File: config.mk
export PLATFORM = sky130hd
export DESIGN_NAME = iec958_serial_transmitter
export DESIGN_NICKNAME = d
export VERILOG_FILES = /design/src/inc/serial_audio_out_pin_pkg.sv /design/src/design/ui_rate_synth.sv /design/src/design/iec958_serial_transmitter.sv
export SDC_FILE = /design/constraint.sdc
export NUM_CORES = 1
export LEC_CHECK = 0
export BUFFER_PORTS_ARGS = -buffer_cell sky130_fd_sc_hd__buf_2
export CAP_MARGIN = 20
export CORE_UTILIZATION = 35
export CTS_CLUSTER_DIAMETER = 50
export DETAILED_ROUTE_END_ITERATION = 12
export SYNTH_ARGS = -nofsm -noshare
export SYNTH_HDL_FRONTEND = slang
export SYNTH_HIERARCHICAL = 1
export SYNTH_SLANG_ARGS = --single-unit
File: constraint.sdc
create_clock -name clk_sys -period 6.5 [get_ports clk_sys]
set_input_delay 0.65 -clock clk_sys [delete_from_list [all_inputs] [get_ports clk_sys]]
set_output_delay 0.65 -clock clk_sys [all_outputs]
set_load 0.1 [all_outputs]
File: src/inc/serial_audio_out_pin_pkg.sv
// Constants, types and encodings shared by the serial audio transmitter
package serial_audio_out_pin_pkg;
   localparam int unsigned WORD_W     = 32;
   localparam int unsigned IDX_W      = 16;
   localparam int unsigned ACC_W      = 32;
   localparam int unsigned UI_CNT_W   = 6;
   localparam logic [5:0]  UI_ENC_LAST = 6'h3F;
   localparam logic [5:0]  UI_TRN_LAST = 6'h1F;
   localparam logic [5:0]  UI_PRE_END  = 6'h08;
   localparam logic [5:0]  UI_ZERO     = 6'h00;
   localparam int unsigned PAR_LO     = 4;
   localparam int unsigned PAR_HI     = 30;
   localparam int unsigned PAR_SLOT   = 31;
   localparam logic [3:0]  PRE_CODE_B = 4'h0;
   localparam logic [3:0]  PRE_CODE_M = 4'h1;
   localparam logic [3:0]  PRE_CODE_W = 4'h2;
   // Patterns assume the line sits low before the preamble
   localparam logic [7:0]  PRE_PAT_B  = 8'hE8;
   localparam logic [7:0]  PRE_PAT_M  = 8'hE2;
   localparam logic [7:0]  PRE_PAT_W  = 8'hE4;
   localparam logic [15:0] IDX_ONE    = 16'h0001;
   localparam logic [1:0]  BYTE_SHIFT = 2'h0;
   typedef enum logic [1:0] {TX_IDLE, TX_START, TX_RUN} tx_state_t;
endpackage

File: src/design/ui_rate_synth.sv
// Phase-accumulating rate synthesizer giving one-cycle unit-interval enables
`timescale 1ns/1ns
module ui_rate_synth (
   input  wire logic        clk_sys,
   input  wire logic        rst_n,
   input  wire logic        run,
   input  wire logic [31:0] frequency,
   output logic             ui_tick
);
   logic [31:0] acc_reg;
   logic [31:0] acc_next;
   logic        tick_reg;
   logic        tick_next;

   // Carry out of the accumulator is the enable; rate = clk * freq / 2^32
   always_comb begin
      logic [32:0] sum;
      sum       = {1'b0, acc_reg} + {1'b0, frequency};
      acc_next  = run ? sum[31:0] : '0;
      tick_next = run & sum[32];
   end

   always_ff @(posedge clk_sys) begin
      if (!rst_n) begin
         acc_reg  <= '0;
         tick_reg <= 1'b0;
      end else begin
         acc_reg  <= acc_next;
         tick_reg <= tick_next;
      end
   end

   assign ui_tick = tick_reg;

   property p_idle_quiet;
      @(posedge clk_sys) disable iff (!rst_n)
      !run |=> !ui_tick;
   endproperty
   a_idle_quiet: assert property (p_idle_quiet) else $error("Tick while synthesizer idle");
endmodule

File: src/design/iec958_serial_transmitter.sv
// Two-buffer serial audio transmitter with preamble, parity and bi-phase mark coding
`timescale 1ns/1ns
module iec958_serial_transmitter (
   input  wire logic        clk_sys,
   input  wire logic        rst_n,
   input  wire logic        trans_enable,
   input  wire logic        encoded_mode,
   input  wire logic        msb_first,
   input  wire logic [31:0] frequency,
   input  wire logic [31:0] buf_base1,
   input  wire logic [31:0] buf_base2,
   input  wire logic [15:0] buf_size_words,
   output logic             fetch_req,
   output logic [31:0]      fetch_addr,
   input  wire logic        fetch_ack,
   input  wire logic [31:0] fetch_data,
   input  wire logic        first_buffer_refill_ack,
   input  wire logic        second_buffer_refill_ack,
   input  wire logic        underrun_clear_bit,
   output logic             first_buffer_drained_flag,
   output logic             second_buffer_drained_flag,
   output logic             underrun_flag,
   output logic             active_buffer,
   output logic             serial_audio_out_pin
);
   serial_audio_out_pin_pkg::tx_state_t state_reg;
   serial_audio_out_pin_pkg::tx_state_t state_next;
   logic        enc_reg;
   logic        enc_next;
   logic        msb_reg;
   logic        msb_next;
   logic [5:0]  ui_cnt_reg;
   logic [5:0]  ui_cnt_next;
   logic [31:0] word_reg;
   logic [31:0] word_next;
   logic [31:0] hold_reg;
   logic [31:0] hold_next;
   logic        hold_valid_reg;
   logic        hold_valid_next;
   logic        out_reg;
   logic        out_next;
   logic        req_reg;
   logic        req_next;
   logic [31:0] addr_reg;
   logic [31:0] addr_next;
   logic        buf_sel_reg;
   logic        buf_sel_next;
   logic [15:0] idx_reg;
   logic [15:0] idx_next;
   logic [1:0]  drained_reg;
   logic [1:0]  drained_next;
   logic        udr_reg;
   logic        udr_next;
   logic        ui_tick;
   logic        running;
   logic        frame_end;
   logic        last_word;
   logic        drain_event;
   logic        udr_event;
   logic [1:0]  refill_ack;
   logic [5:0]  ui_last;

   // Preamble code to its eight-state violation pattern
   function automatic logic [7:0] preamble_pattern(input logic [3:0] code);
      logic [7:0] pat;
      pat = serial_audio_out_pin_pkg::PRE_PAT_B;
      if (code == serial_audio_out_pin_pkg::PRE_CODE_M) begin
         pat = serial_audio_out_pin_pkg::PRE_PAT_M;
      end else if (code == serial_audio_out_pin_pkg::PRE_CODE_W) begin
         pat = serial_audio_out_pin_pkg::PRE_PAT_W;
      end
      return pat;
   endfunction

   // Even parity over the payload slots, so the whole sub-frame ends low
   function automatic logic payload_parity(input logic [31:0] w);
      return ^w[serial_audio_out_pin_pkg::PAR_HI:serial_audio_out_pin_pkg::PAR_LO];
   endfunction

   ui_rate_synth u_rate (
      .clk_sys   (clk_sys),
      .rst_n     (rst_n),
      .run       (running),
      .frequency (frequency),
      .ui_tick   (ui_tick)
   );

   assign running    = (state_reg != serial_audio_out_pin_pkg::TX_IDLE);
   assign ui_last    = enc_reg ? serial_audio_out_pin_pkg::UI_ENC_LAST : serial_audio_out_pin_pkg::UI_TRN_LAST;
   assign frame_end  = (state_reg == serial_audio_out_pin_pkg::TX_RUN) && ui_tick && (ui_cnt_reg == ui_last);
   assign refill_ack = {second_buffer_refill_ack, first_buffer_refill_ack};

   // Mode, sequencing and the serial shifter
   always_comb begin
      logic [5:0] pos;
      logic [4:0] sel;
      logic [7:0] pat;
      pos        = ui_cnt_reg;
      sel        = '0;
      pat        = '0;
      state_next = state_reg;
      enc_next   = enc_reg;
      msb_next   = msb_reg;
      ui_cnt_next = ui_cnt_reg;
      word_next  = word_reg;
      out_next   = out_reg;
      case (state_reg)
         serial_audio_out_pin_pkg::TX_IDLE: begin
            // Mode is sampled only here so a running stream never changes format
            enc_next    = encoded_mode;
            msb_next    = msb_first;
            ui_cnt_next = serial_audio_out_pin_pkg::UI_ZERO;
            out_next    = 1'b0;
            if (trans_enable) begin
               state_next = serial_audio_out_pin_pkg::TX_START;
            end
         end
         serial_audio_out_pin_pkg::TX_START: begin
            ui_cnt_next = ui_last;
            if (hold_valid_reg) begin
               state_next = serial_audio_out_pin_pkg::TX_RUN;
            end
         end
         default: begin
            if (ui_tick) begin
               pos = (ui_cnt_reg == ui_last) ? serial_audio_out_pin_pkg::UI_ZERO : ui_cnt_reg + 6'h01;
               ui_cnt_next = pos;
               if (frame_end) begin
                  if (enc_reg) begin
                     // Slot 31 is replaced by generated parity
                     word_next = {payload_parity(hold_reg), hold_reg[30:0]};
                  end else begin
                     word_next = hold_reg;
                  end
               end
               if (enc_reg) begin
                  if (pos < serial_audio_out_pin_pkg::UI_PRE_END) begin
                     pat      = preamble_pattern(word_next[3:0]);
                     out_next = pat[3'h7 - pos[2:0]];
                  end else if (!pos[0]) begin
                     out_next = ~out_reg;
                  end else begin
                     out_next = out_reg ^ word_next[pos[5:1]];
                  end
               end else begin
                  sel      = msb_reg ? 5'h1F - pos[4:0] : pos[4:0];
                  out_next = word_next[sel];
               end
            end
         end
      endcase
      if (!trans_enable) begin
         state_next = serial_audio_out_pin_pkg::TX_IDLE;
      end
   end

   always_ff @(posedge clk_sys) begin
      if (!rst_n) begin
         state_reg  <= serial_audio_out_pin_pkg::TX_IDLE;
         enc_reg    <= 1'b1;
         msb_reg    <= 1'b0;
         ui_cnt_reg <= serial_audio_out_pin_pkg::UI_ZERO;
         word_reg   <= '0;
         out_reg    <= 1'b0;
      end else begin
         state_reg  <= state_next;
         enc_reg    <= enc_next;
         msb_reg    <= msb_next;
         ui_cnt_reg <= ui_cnt_next;
         word_reg   <= word_next;
         out_reg    <= out_next;
      end
   end

   assign last_word   = (idx_reg == buf_size_words - serial_audio_out_pin_pkg::IDX_ONE);
   assign drain_event = req_reg && fetch_ack && last_word;
   // Switching into a buffer software has not refilled is an underrun
   assign udr_event   = drain_event && drained_reg[~buf_sel_reg] && !refill_ack[~buf_sel_reg];

   // Word fetching, buffer alternation and status flags
   always_comb begin
      logic [31:0] base;
      base            = buf_sel_reg ? buf_base2 : buf_base1;
      hold_next       = hold_reg;
      hold_valid_next = hold_valid_reg;
      req_next        = req_reg;
      addr_next       = addr_reg;
      buf_sel_next    = buf_sel_reg;
      idx_next        = idx_reg;
      if (frame_end) begin
         hold_valid_next = 1'b0;
      end
      if (req_reg && fetch_ack) begin
         hold_next       = fetch_data;
         hold_valid_next = 1'b1;
         req_next        = 1'b0;
         if (last_word) begin
            buf_sel_next = ~buf_sel_reg;
            idx_next     = '0;
         end else begin
            idx_next = idx_reg + serial_audio_out_pin_pkg::IDX_ONE;
         end
      end else if (running && !req_reg && !hold_valid_reg) begin
         req_next  = 1'b1;
         addr_next = base + {14'h0000, idx_reg, serial_audio_out_pin_pkg::BYTE_SHIFT};
      end
      if (!running) begin
         hold_valid_next = 1'b0;
         req_next        = 1'b0;
         buf_sel_next    = 1'b0;
         idx_next        = '0;
      end
      // Set wins over a same-cycle acknowledge
      drained_next = drained_reg & ~refill_ack;
      if (drain_event) begin
         drained_next[buf_sel_reg] = 1'b1;
      end
      udr_next = (udr_reg && !underrun_clear_bit) || udr_event;
   end

   always_ff @(posedge clk_sys) begin
      if (!rst_n) begin
         hold_reg       <= '0;
         hold_valid_reg <= 1'b0;
         req_reg        <= 1'b0;
         addr_reg       <= '0;
         buf_sel_reg    <= 1'b0;
         idx_reg        <= '0;
         drained_reg    <= '0;
         udr_reg        <= 1'b0;
      end else begin
         hold_reg       <= hold_next;
         hold_valid_reg <= hold_valid_next;
         req_reg        <= req_next;
         addr_reg       <= addr_next;
         buf_sel_reg    <= buf_sel_next;
         idx_reg        <= idx_next;
         drained_reg    <= drained_next;
         udr_reg        <= udr_next;
      end
   end

   assign fetch_req                  = req_reg;
   assign fetch_addr                 = addr_reg;
   assign first_buffer_drained_flag  = drained_reg[0];
   assign second_buffer_drained_flag = drained_reg[1];
   assign underrun_flag              = udr_reg;
   assign active_buffer              = buf_sel_reg;
   assign serial_audio_out_pin       = out_reg;

   property p_enc_length;
      @(posedge clk_sys) disable iff (!rst_n)
      (state_reg == serial_audio_out_pin_pkg::TX_RUN && enc_reg && ui_tick && ui_cnt_reg == 6'h1F && trans_enable)
         |=> ui_cnt_reg == 6'h20;
   endproperty
   a_enc_length: assert property (p_enc_length) else $error("Sub-frame shorter than 64 UI");

   property p_trn_length;
      @(posedge clk_sys) disable iff (!rst_n)
      (state_reg == serial_audio_out_pin_pkg::TX_RUN && !enc_reg && ui_tick && ui_cnt_reg == 6'h1F && trans_enable)
         |=> ui_cnt_reg == 6'h00 && word_reg == $past(hold_reg);
   endproperty
   a_trn_length: assert property (p_trn_length) else $error("Transparent word not 32 UI");

   property p_cell_start;
      @(posedge clk_sys) disable iff (!rst_n)
      (state_reg == serial_audio_out_pin_pkg::TX_RUN && enc_reg && ui_tick && trans_enable)
         |=> (ui_cnt_reg < 6'h08 || ui_cnt_reg[0] || out_reg != $past(out_reg));
   endproperty
   a_cell_start: assert property (p_cell_start) else $error("Cell did not open with a change");

   property p_cell_half;
      @(posedge clk_sys) disable iff (!rst_n)
      (state_reg == serial_audio_out_pin_pkg::TX_RUN && enc_reg && ui_tick && trans_enable)
         |=> (!ui_cnt_reg[0] || ui_cnt_reg < 6'h08
              || out_reg == ($past(out_reg) ^ word_reg[ui_cnt_reg[5:1]]));
   endproperty
   a_cell_half: assert property (p_cell_half) else $error("Second half of cell wrong");

   property p_pre_rise;
      @(posedge clk_sys) disable iff (!rst_n)
      (frame_end && enc_reg && trans_enable) |=> out_reg && !$past(out_reg) ##1 1'b1;
   endproperty
   a_pre_rise: assert property (p_pre_rise) else $error("Preamble without rising edge");

   property p_parity;
      @(posedge clk_sys) disable iff (!rst_n)
      (frame_end && enc_reg && trans_enable) |=> (^word_reg[31:4]) == 1'b0;
   endproperty
   a_parity: assert property (p_parity) else $error("Odd parity in sub-frame");

   property p_drain_flag;
      @(posedge clk_sys) disable iff (!rst_n)
      drain_event |=> drained_reg[$past(buf_sel_reg)] && buf_sel_reg != $past(buf_sel_reg);
   endproperty
   a_drain_flag: assert property (p_drain_flag) else $error("Drain not flagged or no switch");

   property p_ack_clear;
      @(posedge clk_sys) disable iff (!rst_n)
      (first_buffer_refill_ack && !(drain_event && !buf_sel_reg)) |=> !first_buffer_drained_flag;
   endproperty
   a_ack_clear: assert property (p_ack_clear) else $error("Acknowledge did not clear flag");

   property p_udr_sticky;
      @(posedge clk_sys) disable iff (!rst_n)
      (udr_event || (underrun_flag && !underrun_clear_bit)) |=> underrun_flag [*1];
   endproperty
   a_udr_sticky: assert property (p_udr_sticky) else $error("Underrun flag lost");
endmodule

# Yosys cells after proc, flatten, opt, wreduce, memory -nomap -nowiden
# Cells that the tools add are included.
[classes]
addsub = 7
magnitude_cmp = 7
eq_ne = 7
mux = 39
bitwise_logic = 12
n_reduce_logical = 31
[op_table]
columns = ["cell", "n"]
rows = [
  ["32-bit 2-to-1 mux", 5],
  ["32-bit by 32-bit adder with 33-bit output", 1],
  ["32-bit by 18-bit adder with 32-bit output", 1],
  ["8-bit 2-to-1 mux", 4],
  ["27-bit parity", 1],
  ["6-bit 2-to-1 mux", 3],
  ["16-bit by 1-bit adder with 16-bit output (second input constant)", 1],
  ["16-bit == test", 1],
  ["16-bit 2-to-1 mux", 1],
  ["16-bit by 1-bit subtractor with 16-bit output (second input constant)", 1],
  ["1-bit 2-to-1 mux", 14],
  ["2-bit AND reduction", 7],
  ["5-bit by 6-bit less-than comparator with 1-bit output (second input constant)", 2],
  ["6-bit one-hot mux with 2 select lines", 1],
  ["1-bit binary-select mux with 5-bit select", 2],
  ["1-bit logical AND", 10],
  ["4-bit 2-to-1 mux", 2],
  ["2-bit nonzero test", 4],
  ["1-bit NOT", 7],
  ["6-bit by 1-bit adder with 6-bit output (second input constant)", 1],
  ["6-bit == test", 1],
  ["6-bit by 4-bit less-than comparator with 1-bit output (second input constant)", 1],
  ["5-bit 2-to-1 mux", 1],
  ["5-bit subtractor (first input constant)", 1],
  ["25 further kinds", 30],
]
[totals]
ff_bits = 162
input_bits = 153
out_inout_bits = 38
elab_cells = 119

# Logic depth before layout (Yosys ltp)
[logic_depth]
ltp_word = 19
ltp_mapped = 16
ltp_nobuf = 13

# Modules after synthesis
# Netlist, hierarchy kept.
[modules_own_cells]
columns = ["mod", "instances", "cells_each", "area_per_inst_um2", "seq_area_each_um2"]
rows = [
  ["iec958_serial_transmitter", 1, 1046, 8589.5, 2582.5],
  ["ui_rate_synth", 1, 331, 2607.5, 660.6],
]

# Worst setup path before layout
# OpenSTA, ideal clock, no wires.
[synth_timing]
kind = "register -> register"
start = "reg buf_sel_reg (netlist: active_buffer)"
end = "reg addr_reg[19] (netlist: fetch_addr[19])"
setup_ns = 0.076
t_arrival_ns = 4.562
t_required_ns = 6.424
setup_slack_ns = 1.863
path_stages_with_launch = 15
n_path_buf = 3
period_less_slack_ns = 4.637
path_cell_list = "dfxtp_1 -> buf_4 -> buf_1 -> clkbuf_1 -> mux2_2 -> ha_1 -> or2_2 -> a21oi_1 -> nand3b_1 -> a31oi_1 -> o41a_1 -> a21oi_1 -> or3_1 -> nand3_1 -> a21boi_0"
[synth_between]
elab_chain_len = 2
[synth_rtl]
columns = ["element", "line", "rtl"]
rows = [
  ["start, declared", "iec958_serial_transmitter.sv:46", "logic buf_sel_reg;"],
  ["start signal, assigned", "iec958_serial_transmitter.sv:236", "buf_sel_reg <= buf_sel_next;"],
  ["32-bit 2-to-1 mux", "iec958_serial_transmitter.sv:183", "base = buf_sel_reg ? buf_base2 : buf_base1;"],
  ["32-bit by 18-bit adder with 32-bit output", "iec958_serial_transmitter.sv:205", "addr_next = base + {14'h0000, idx_reg, serial_audio_out_pin_pkg::BYTE_SHIFT};"],
  ["end signal, assigned", "iec958_serial_transmitter.sv:235", "addr_reg <= addr_next;"],
  ["end, declared", "iec958_serial_transmitter.sv:44", "logic [31:0] addr_reg;"],
]
# Every way passes these cells.
# A chain may end at the register's enable or synchronous reset.

# Worst setup path after layout
[layout_timing]
start = "reg ui_cnt_reg[0]"
end = "reg out_reg (netlist: serial_audio_out_pin)"
[layout_between]
elab_chain_len = 18
word_cells_on_any_way = 31
classes_between = "add/sub: 3; order compare: 1; eq/ne: 3; mux: 22; bitwise: 1; reduce/logical: 1"
[layout_rtl]
columns = ["element", "line", "rtl"]
rows = [
  ["start, declared", "iec958_serial_transmitter.sv:32", "logic [5:0] ui_cnt_reg;"],
  ["start signal, assigned", "iec958_serial_transmitter.sv:162", "ui_cnt_reg <= serial_audio_out_pin_pkg::UI_ZERO;"],
  ["start signal, assigned", "iec958_serial_transmitter.sv:169", "ui_cnt_reg <= ui_cnt_next;"],
  ["6-bit == test", "iec958_serial_transmitter.sv:90, iec958_serial_transmitter.sv:126", ""],
  ["1-bit logical AND", "iec958_serial_transmitter.sv:90", "assign frame_end = (state_reg == serial_audio_out_pin_pkg::TX_RUN) && ui_tick && (ui_cnt_reg == ui_last);"],
  ["32-bit 2-to-1 mux", "iec958_serial_transmitter.sv:128", "if (frame_end) begin"],
  ["32-bit 2-to-1 mux", "iec958_serial_transmitter.sv:125", "if (ui_tick) begin"],
  ["32-bit 2-to-1 mux", "iec958_serial_transmitter.sv:107", "case (state_reg)"],
  ["4-bit by 2-bit == test with 1-bit output", "iec958_serial_transmitter.sv:69", "end else if (code == serial_audio_out_pin_pkg::PRE_CODE_W) begin"],
  ["4-bit 2-to-1 mux", "iec958_serial_transmitter.sv:69", ""],
  ["4-bit 2-to-1 mux", "iec958_serial_transmitter.sv:67", "if (code == serial_audio_out_pin_pkg::PRE_CODE_M) begin"],
  ["[... 2 more ...]", "--", ""],
  ["8-bit 2-to-1 mux", "iec958_serial_transmitter.sv:125", ""],
  ["8-bit 2-to-1 mux", "iec958_serial_transmitter.sv:107", ""],
  ["1-bit binary-select mux with 3-bit select", "iec958_serial_transmitter.sv:139", "out_next = pat[3'h7 - pos[2:0]];"],
  ["1-bit 2-to-1 mux (implied by the code)", "iec958_serial_transmitter.sv:139", ""],
  ["1-bit 2-to-1 mux", "iec958_serial_transmitter.sv:137", "if (pos < serial_audio_out_pin_pkg::UI_PRE_END) begin"],
  ["1-bit 2-to-1 mux *", "iec958_serial_transmitter.sv:136", "if (enc_reg) begin"],
  ["1-bit 2-to-1 mux *", "iec958_serial_transmitter.sv:125", ""],
  ["1-bit one-hot mux with 2 select lines *", "iec958_serial_transmitter.sv:107", ""],
  ["end signal, assigned", "iec958_serial_transmitter.sv:171", "out_reg <= out_next;"],
  ["end, declared", "iec958_serial_transmitter.sv:40", "logic out_reg;"],
]
# Mark *: on every way between the ends. The rest lies on a longest branch, timed or not. The select of a mux whose other input is x is not followed.

==> metrics.md <==
| Metric | Value |
|---|---|
| Number of flip-flops and latches in the synthesized netlist | `around 160` |
| List of most frequent post-synthesis cells | `sky130_fd_sc_hd__nand2_1 (223), sky130_fd_sc_hd__dfxtp_1 (162), sky130_fd_sc_hd__nor2_1 (115)` |
| Most frequently used cell type in the post-synthesis netlist | `sky130_fd_sc_hd__nand2_1` |
| Kind of critical path | `register to register` |
| Total gr overflow | `0` |
| Count of unique library cells instantiated by Yosys | `86` |
| Number of clock sinks | `about 160` |
| Die Span Y | `around 180 um` |
| Post-detailed-placement cell area | `~12,000 sq um` |
| Number of antenna violations at the first check in global routing | `9` |
| Overall track demand over capacity in global routing | `0.196` |
| Area of the die | `32,700 sq um` |
| Post-route clock skew | `0.0114 ns` |
| Violation count after the first detailed-route iteration | `~540` |
| Worst hold path type | `input pin to register` |
| Share of final-layout standard cells stronger than drive strength 1 | `0.197` |
| Total number of H-tree levels | `4` |
| Summed area of non-filler cells in the final layout | `roughly 13,000 sq um` |
| Core Area | `around 32,000 sq um` |
| Share of flip-flops with an asynchronous set or reset | `0` |
| Detailed Place HPWL | `about 24,000 um` |
| Largest net degree at the start of global routing | `just under 60` |
| Headroom to the max-slew limit | `0.334` |
| Total leakage power | `around 5.2 nW` |
| Hold path startpoint | `encoded_mode` |
| Quantity of gates resized following cts | `0` |
| Unrepaired setup endpoints after global routing | `false` |
| Setup Total Neg Slack | `0 ns` |
| Status | `completed` |
| Arrival @ worst endpoint | `between 4 and 5 ns` |
| Kind of cell adding the most delay to the critical path | `simple AND/OR/NAND/NOR gates` |
| Leading cell types by total area after synthesis | `sky130_fd_sc_hd__dfxtp_1 (29%), sky130_fd_sc_hd__nand2_1 (7.5%), sky130_fd_sc_hd__ha_1 (5.8%)` |
| Width of the die | `roughly 180 um` |
| Fmax | `roughly 0.26 GHz` |
| Share of the synthesized area in the top cell type | `0.290` |
| Worst-case register-to-register setup slack | `2.65 ns` |
| Nature of the critical path startpoint | `register` |
| # Max-Cap Violations | `0` |
| # nets final | `1,737` |
| Worst EP required | `roughly 6.9 ns` |
| First-pass GRT wire length | `51,600 um` |
| # hold bufs at CTS | `0` |
| Crit path from | `ui_cnt_reg[0]` |
| Slowest library cell on the worst path | `sky130_fd_sc_hd__nand3_1` |
| Final number of max-transition violations | `0` |
| CP bufs+invs | `1` |
| Clock buffers created by TritonCTS | `17` |
| Setup fix buffers added after clock tree synthesis | `0` |
| Clock root buffer | `sky130_fd_sc_hd__clkbuf_16` |
| Power Density | `199 nW/um^2` |
| Critical Path Fanout Max | `24` |
| Clk pin slew, worst setup/hold paths | `roughly 0.070 ns` |
| Antenna viol nets, final | `0` |
| Number of cells traversed by the worst hold path | `3` |
| Final count of hold timing violations | `0` |
| Worst hold path endpoint | `enc_reg` |
| Final period utilization | `0.593` |
| Number of flops mapped to enable cells by yosys | `0` |
| Number of global-route vias before repair | `approximately 10,000` |
| Warnings from Yosys | `6` |
| Biggest cell delay along the critical path | `around 0.73 ns` |
| Kind of capture point of the worst setup path | `register` |
| Number of nets produced by synthesis | `between 1,500 and 2,000` |
| Starting density of the core | `0.355` |
| Worst skew pair latency | `around 0.44 ns` |
| Depth of the most critical reg-to-reg path | `10` |
| Proportion of synthesized chip area in sequential cells | `0.290` |
| Filler instances | `3,224` |
| Number of detailed-route iterations in the first pass | `5` |
| CP Cell Sequence | `ha_1, and4_1, nand3_1, buf_4, mux4_2, mux2i_1, o21a_1, nor2_1, o311ai_0, a2bb2oi_1` |
| I/O pin count | `191` |
| Number of standard-cell rows in the floorplan | `65` |
| Average detailed-routed wire length per instance | `around 16 um` |
| Number of vias in the routed layout | `just over 10,000` |
| Via-to-Cell Ratio | `around 5.3` |
| Start of the worst register-to-register path | `ui_cnt_reg[0]` |
| Slew at the pin closest to its max-slew limit | `about 1.0 ns` |
| Endpoint of the most critical register-to-register path | `serial_audio_out_pin` |
| Final setup violating endpoints | `0` |
| Routed Wire Length | `around 32,000 um` |
| DRC Markers | `0` |
| Synth Flop Type | `sky130_fd_sc_hd__dfxtp_1` |
| Synth Instances | `between 1,000 and 1,500` |
| Final weighted congestion in routability-driven placement | `around 0.90` |
| Area delta synth->final | `17.3%` |
| Top cell type by total area after synthesis | `sky130_fd_sc_hd__dfxtp_1` |
| Largest vdd supply drop | `roughly 180 uV` |
| Largest buffer count on any clock path | `2` |
| Count of buffers inserted at the top-level ports | `190` |
| Final hold slack | `approximately 0.43 ns` |
| Syn_area_per_cell | `slightly above 8 sq um` |
| Clock tree from TritonCTS | `yes` |
| Final worst path period need | `3.85 ns` |
| Summed instance area of the synthesized netlist | `around 11,000 sq um` |
## worst min-delay path: stages
cell and delay (ns):
sky130_fd_sc_hd__buf_2 0.07, sky130_fd_sc_hd__nand2_1 0.04, sky130_fd_sc_hd__o211ai_1 0.07
## cell type report
class	instances	area [sq um]	share of cell area
antenna	6	15.0	0.00114
clock buffer	21	470	0.0358
clock inverter	11	175	0.0133
inverter	28	105	0.00800
multi-input combinational	1118	7570	0.576
sequential	162	3240	0.247
tap	402	503	0.0383
timing repair buffer	203	1050	0.0800
## through the flow
step	power [mW]	worst slack (ns)	std cells	util
after floorplan	1.39	1.86	1377	-
after global placement	1.52	2.79	1912	0.395
after detailed placement	1.52	2.70	1913	0.395
after CTS	2.64	2.70	1945	0.416
after global routing	2.72	2.47	1946	0.416
final	2.61	2.65	1951	0.416
## layout by cell type, fill, tap and decap left out, types with 14 or more instances in the layout
cell                        Yosys  final
sky130_fd_sc_hd__xor2_1        57     57
sky130_fd_sc_hd__a21boi_0      66     66
sky130_fd_sc_hd__mux2i_1       42     42
sky130_fd_sc_hd__ha_1          52     52
sky130_fd_sc_hd__a21oi_1       74     74
sky130_fd_sc_hd__inv_1         28     28
sky130_fd_sc_hd__nand4_1       22     22
sky130_fd_sc_hd__and2_1        23     23
sky130_fd_sc_hd__a21o_1        15     15
sky130_fd_sc_hd__nor2b_1       17     17
sky130_fd_sc_hd__buf_4          4     14
sky130_fd_sc_hd__nand3_1       39     39
sky130_fd_sc_hd__nand2_1      223    223
sky130_fd_sc_hd__dfxtp_1      162    161
sky130_fd_sc_hd__buf_2          7    189
sky130_fd_sc_hd__a211oi_1      18     18
sky130_fd_sc_hd__clkbuf_16      0     17
sky130_fd_sc_hd__nor2_1       115    115
sky130_fd_sc_hd__o21ai_0       59     59
sky130_fd_sc_hd__nor3_1        29     27
sky130_fd_sc_hd__xnor2_1       62     62
sky130_fd_sc_hd__mux2_2        22     22
## power breakdown
part / internal, mW / total, mW / switching [mW]
registers: 1.02 / 1.04 / 0.0196
clock network: 0.676 / 1.11 / 0.435
logic: 0.168 / 0.462 / 0.294
## kinds of logic (layout without fill, tap and decap cells)
| family | count (synthesis) | count (layout) | synth area share |
|---|---|---|---|
| DFF | 162 | 162 | 0.290 |
| xor gates and xnor gates | 121 | 121 | 0.0960 |
| adders and majority gates | 54 | 54 | 0.0617 |
| other | 0 | 6 | 0 |
| and+or+nand+nor | 526 | 526 | 0.217 |
| muxes | 80 | 80 | 0.0932 |
| AOI/OAI and AO/OA | 337 | 337 | 0.207 |
| buffers and inverters | 97 | 263 | 0.0353 |
## routing by layer
metal,vias up,wire length [um],track usage
met5,-,35,0
met1,4881,15000,0.256
li1,5231,-,-
met2,201,14700,0.318
met3,45,1330,0.0369
met4,6,632,0.0715
## how the worst max path moves through the flow
stage	endpoint	slack, ns	cells past startpoint
floorplan	fetch_addr[19]	1.86	14
global placement	serial_audio_out_pin	2.79	9
detailed placement	idx_reg[0]	2.70	12
CTS	serial_audio_out_pin	2.70	11
global route	serial_audio_out_pin	2.47	11
finish	serial_audio_out_pin	2.65	10
Power figures use the tool's default switching activity.
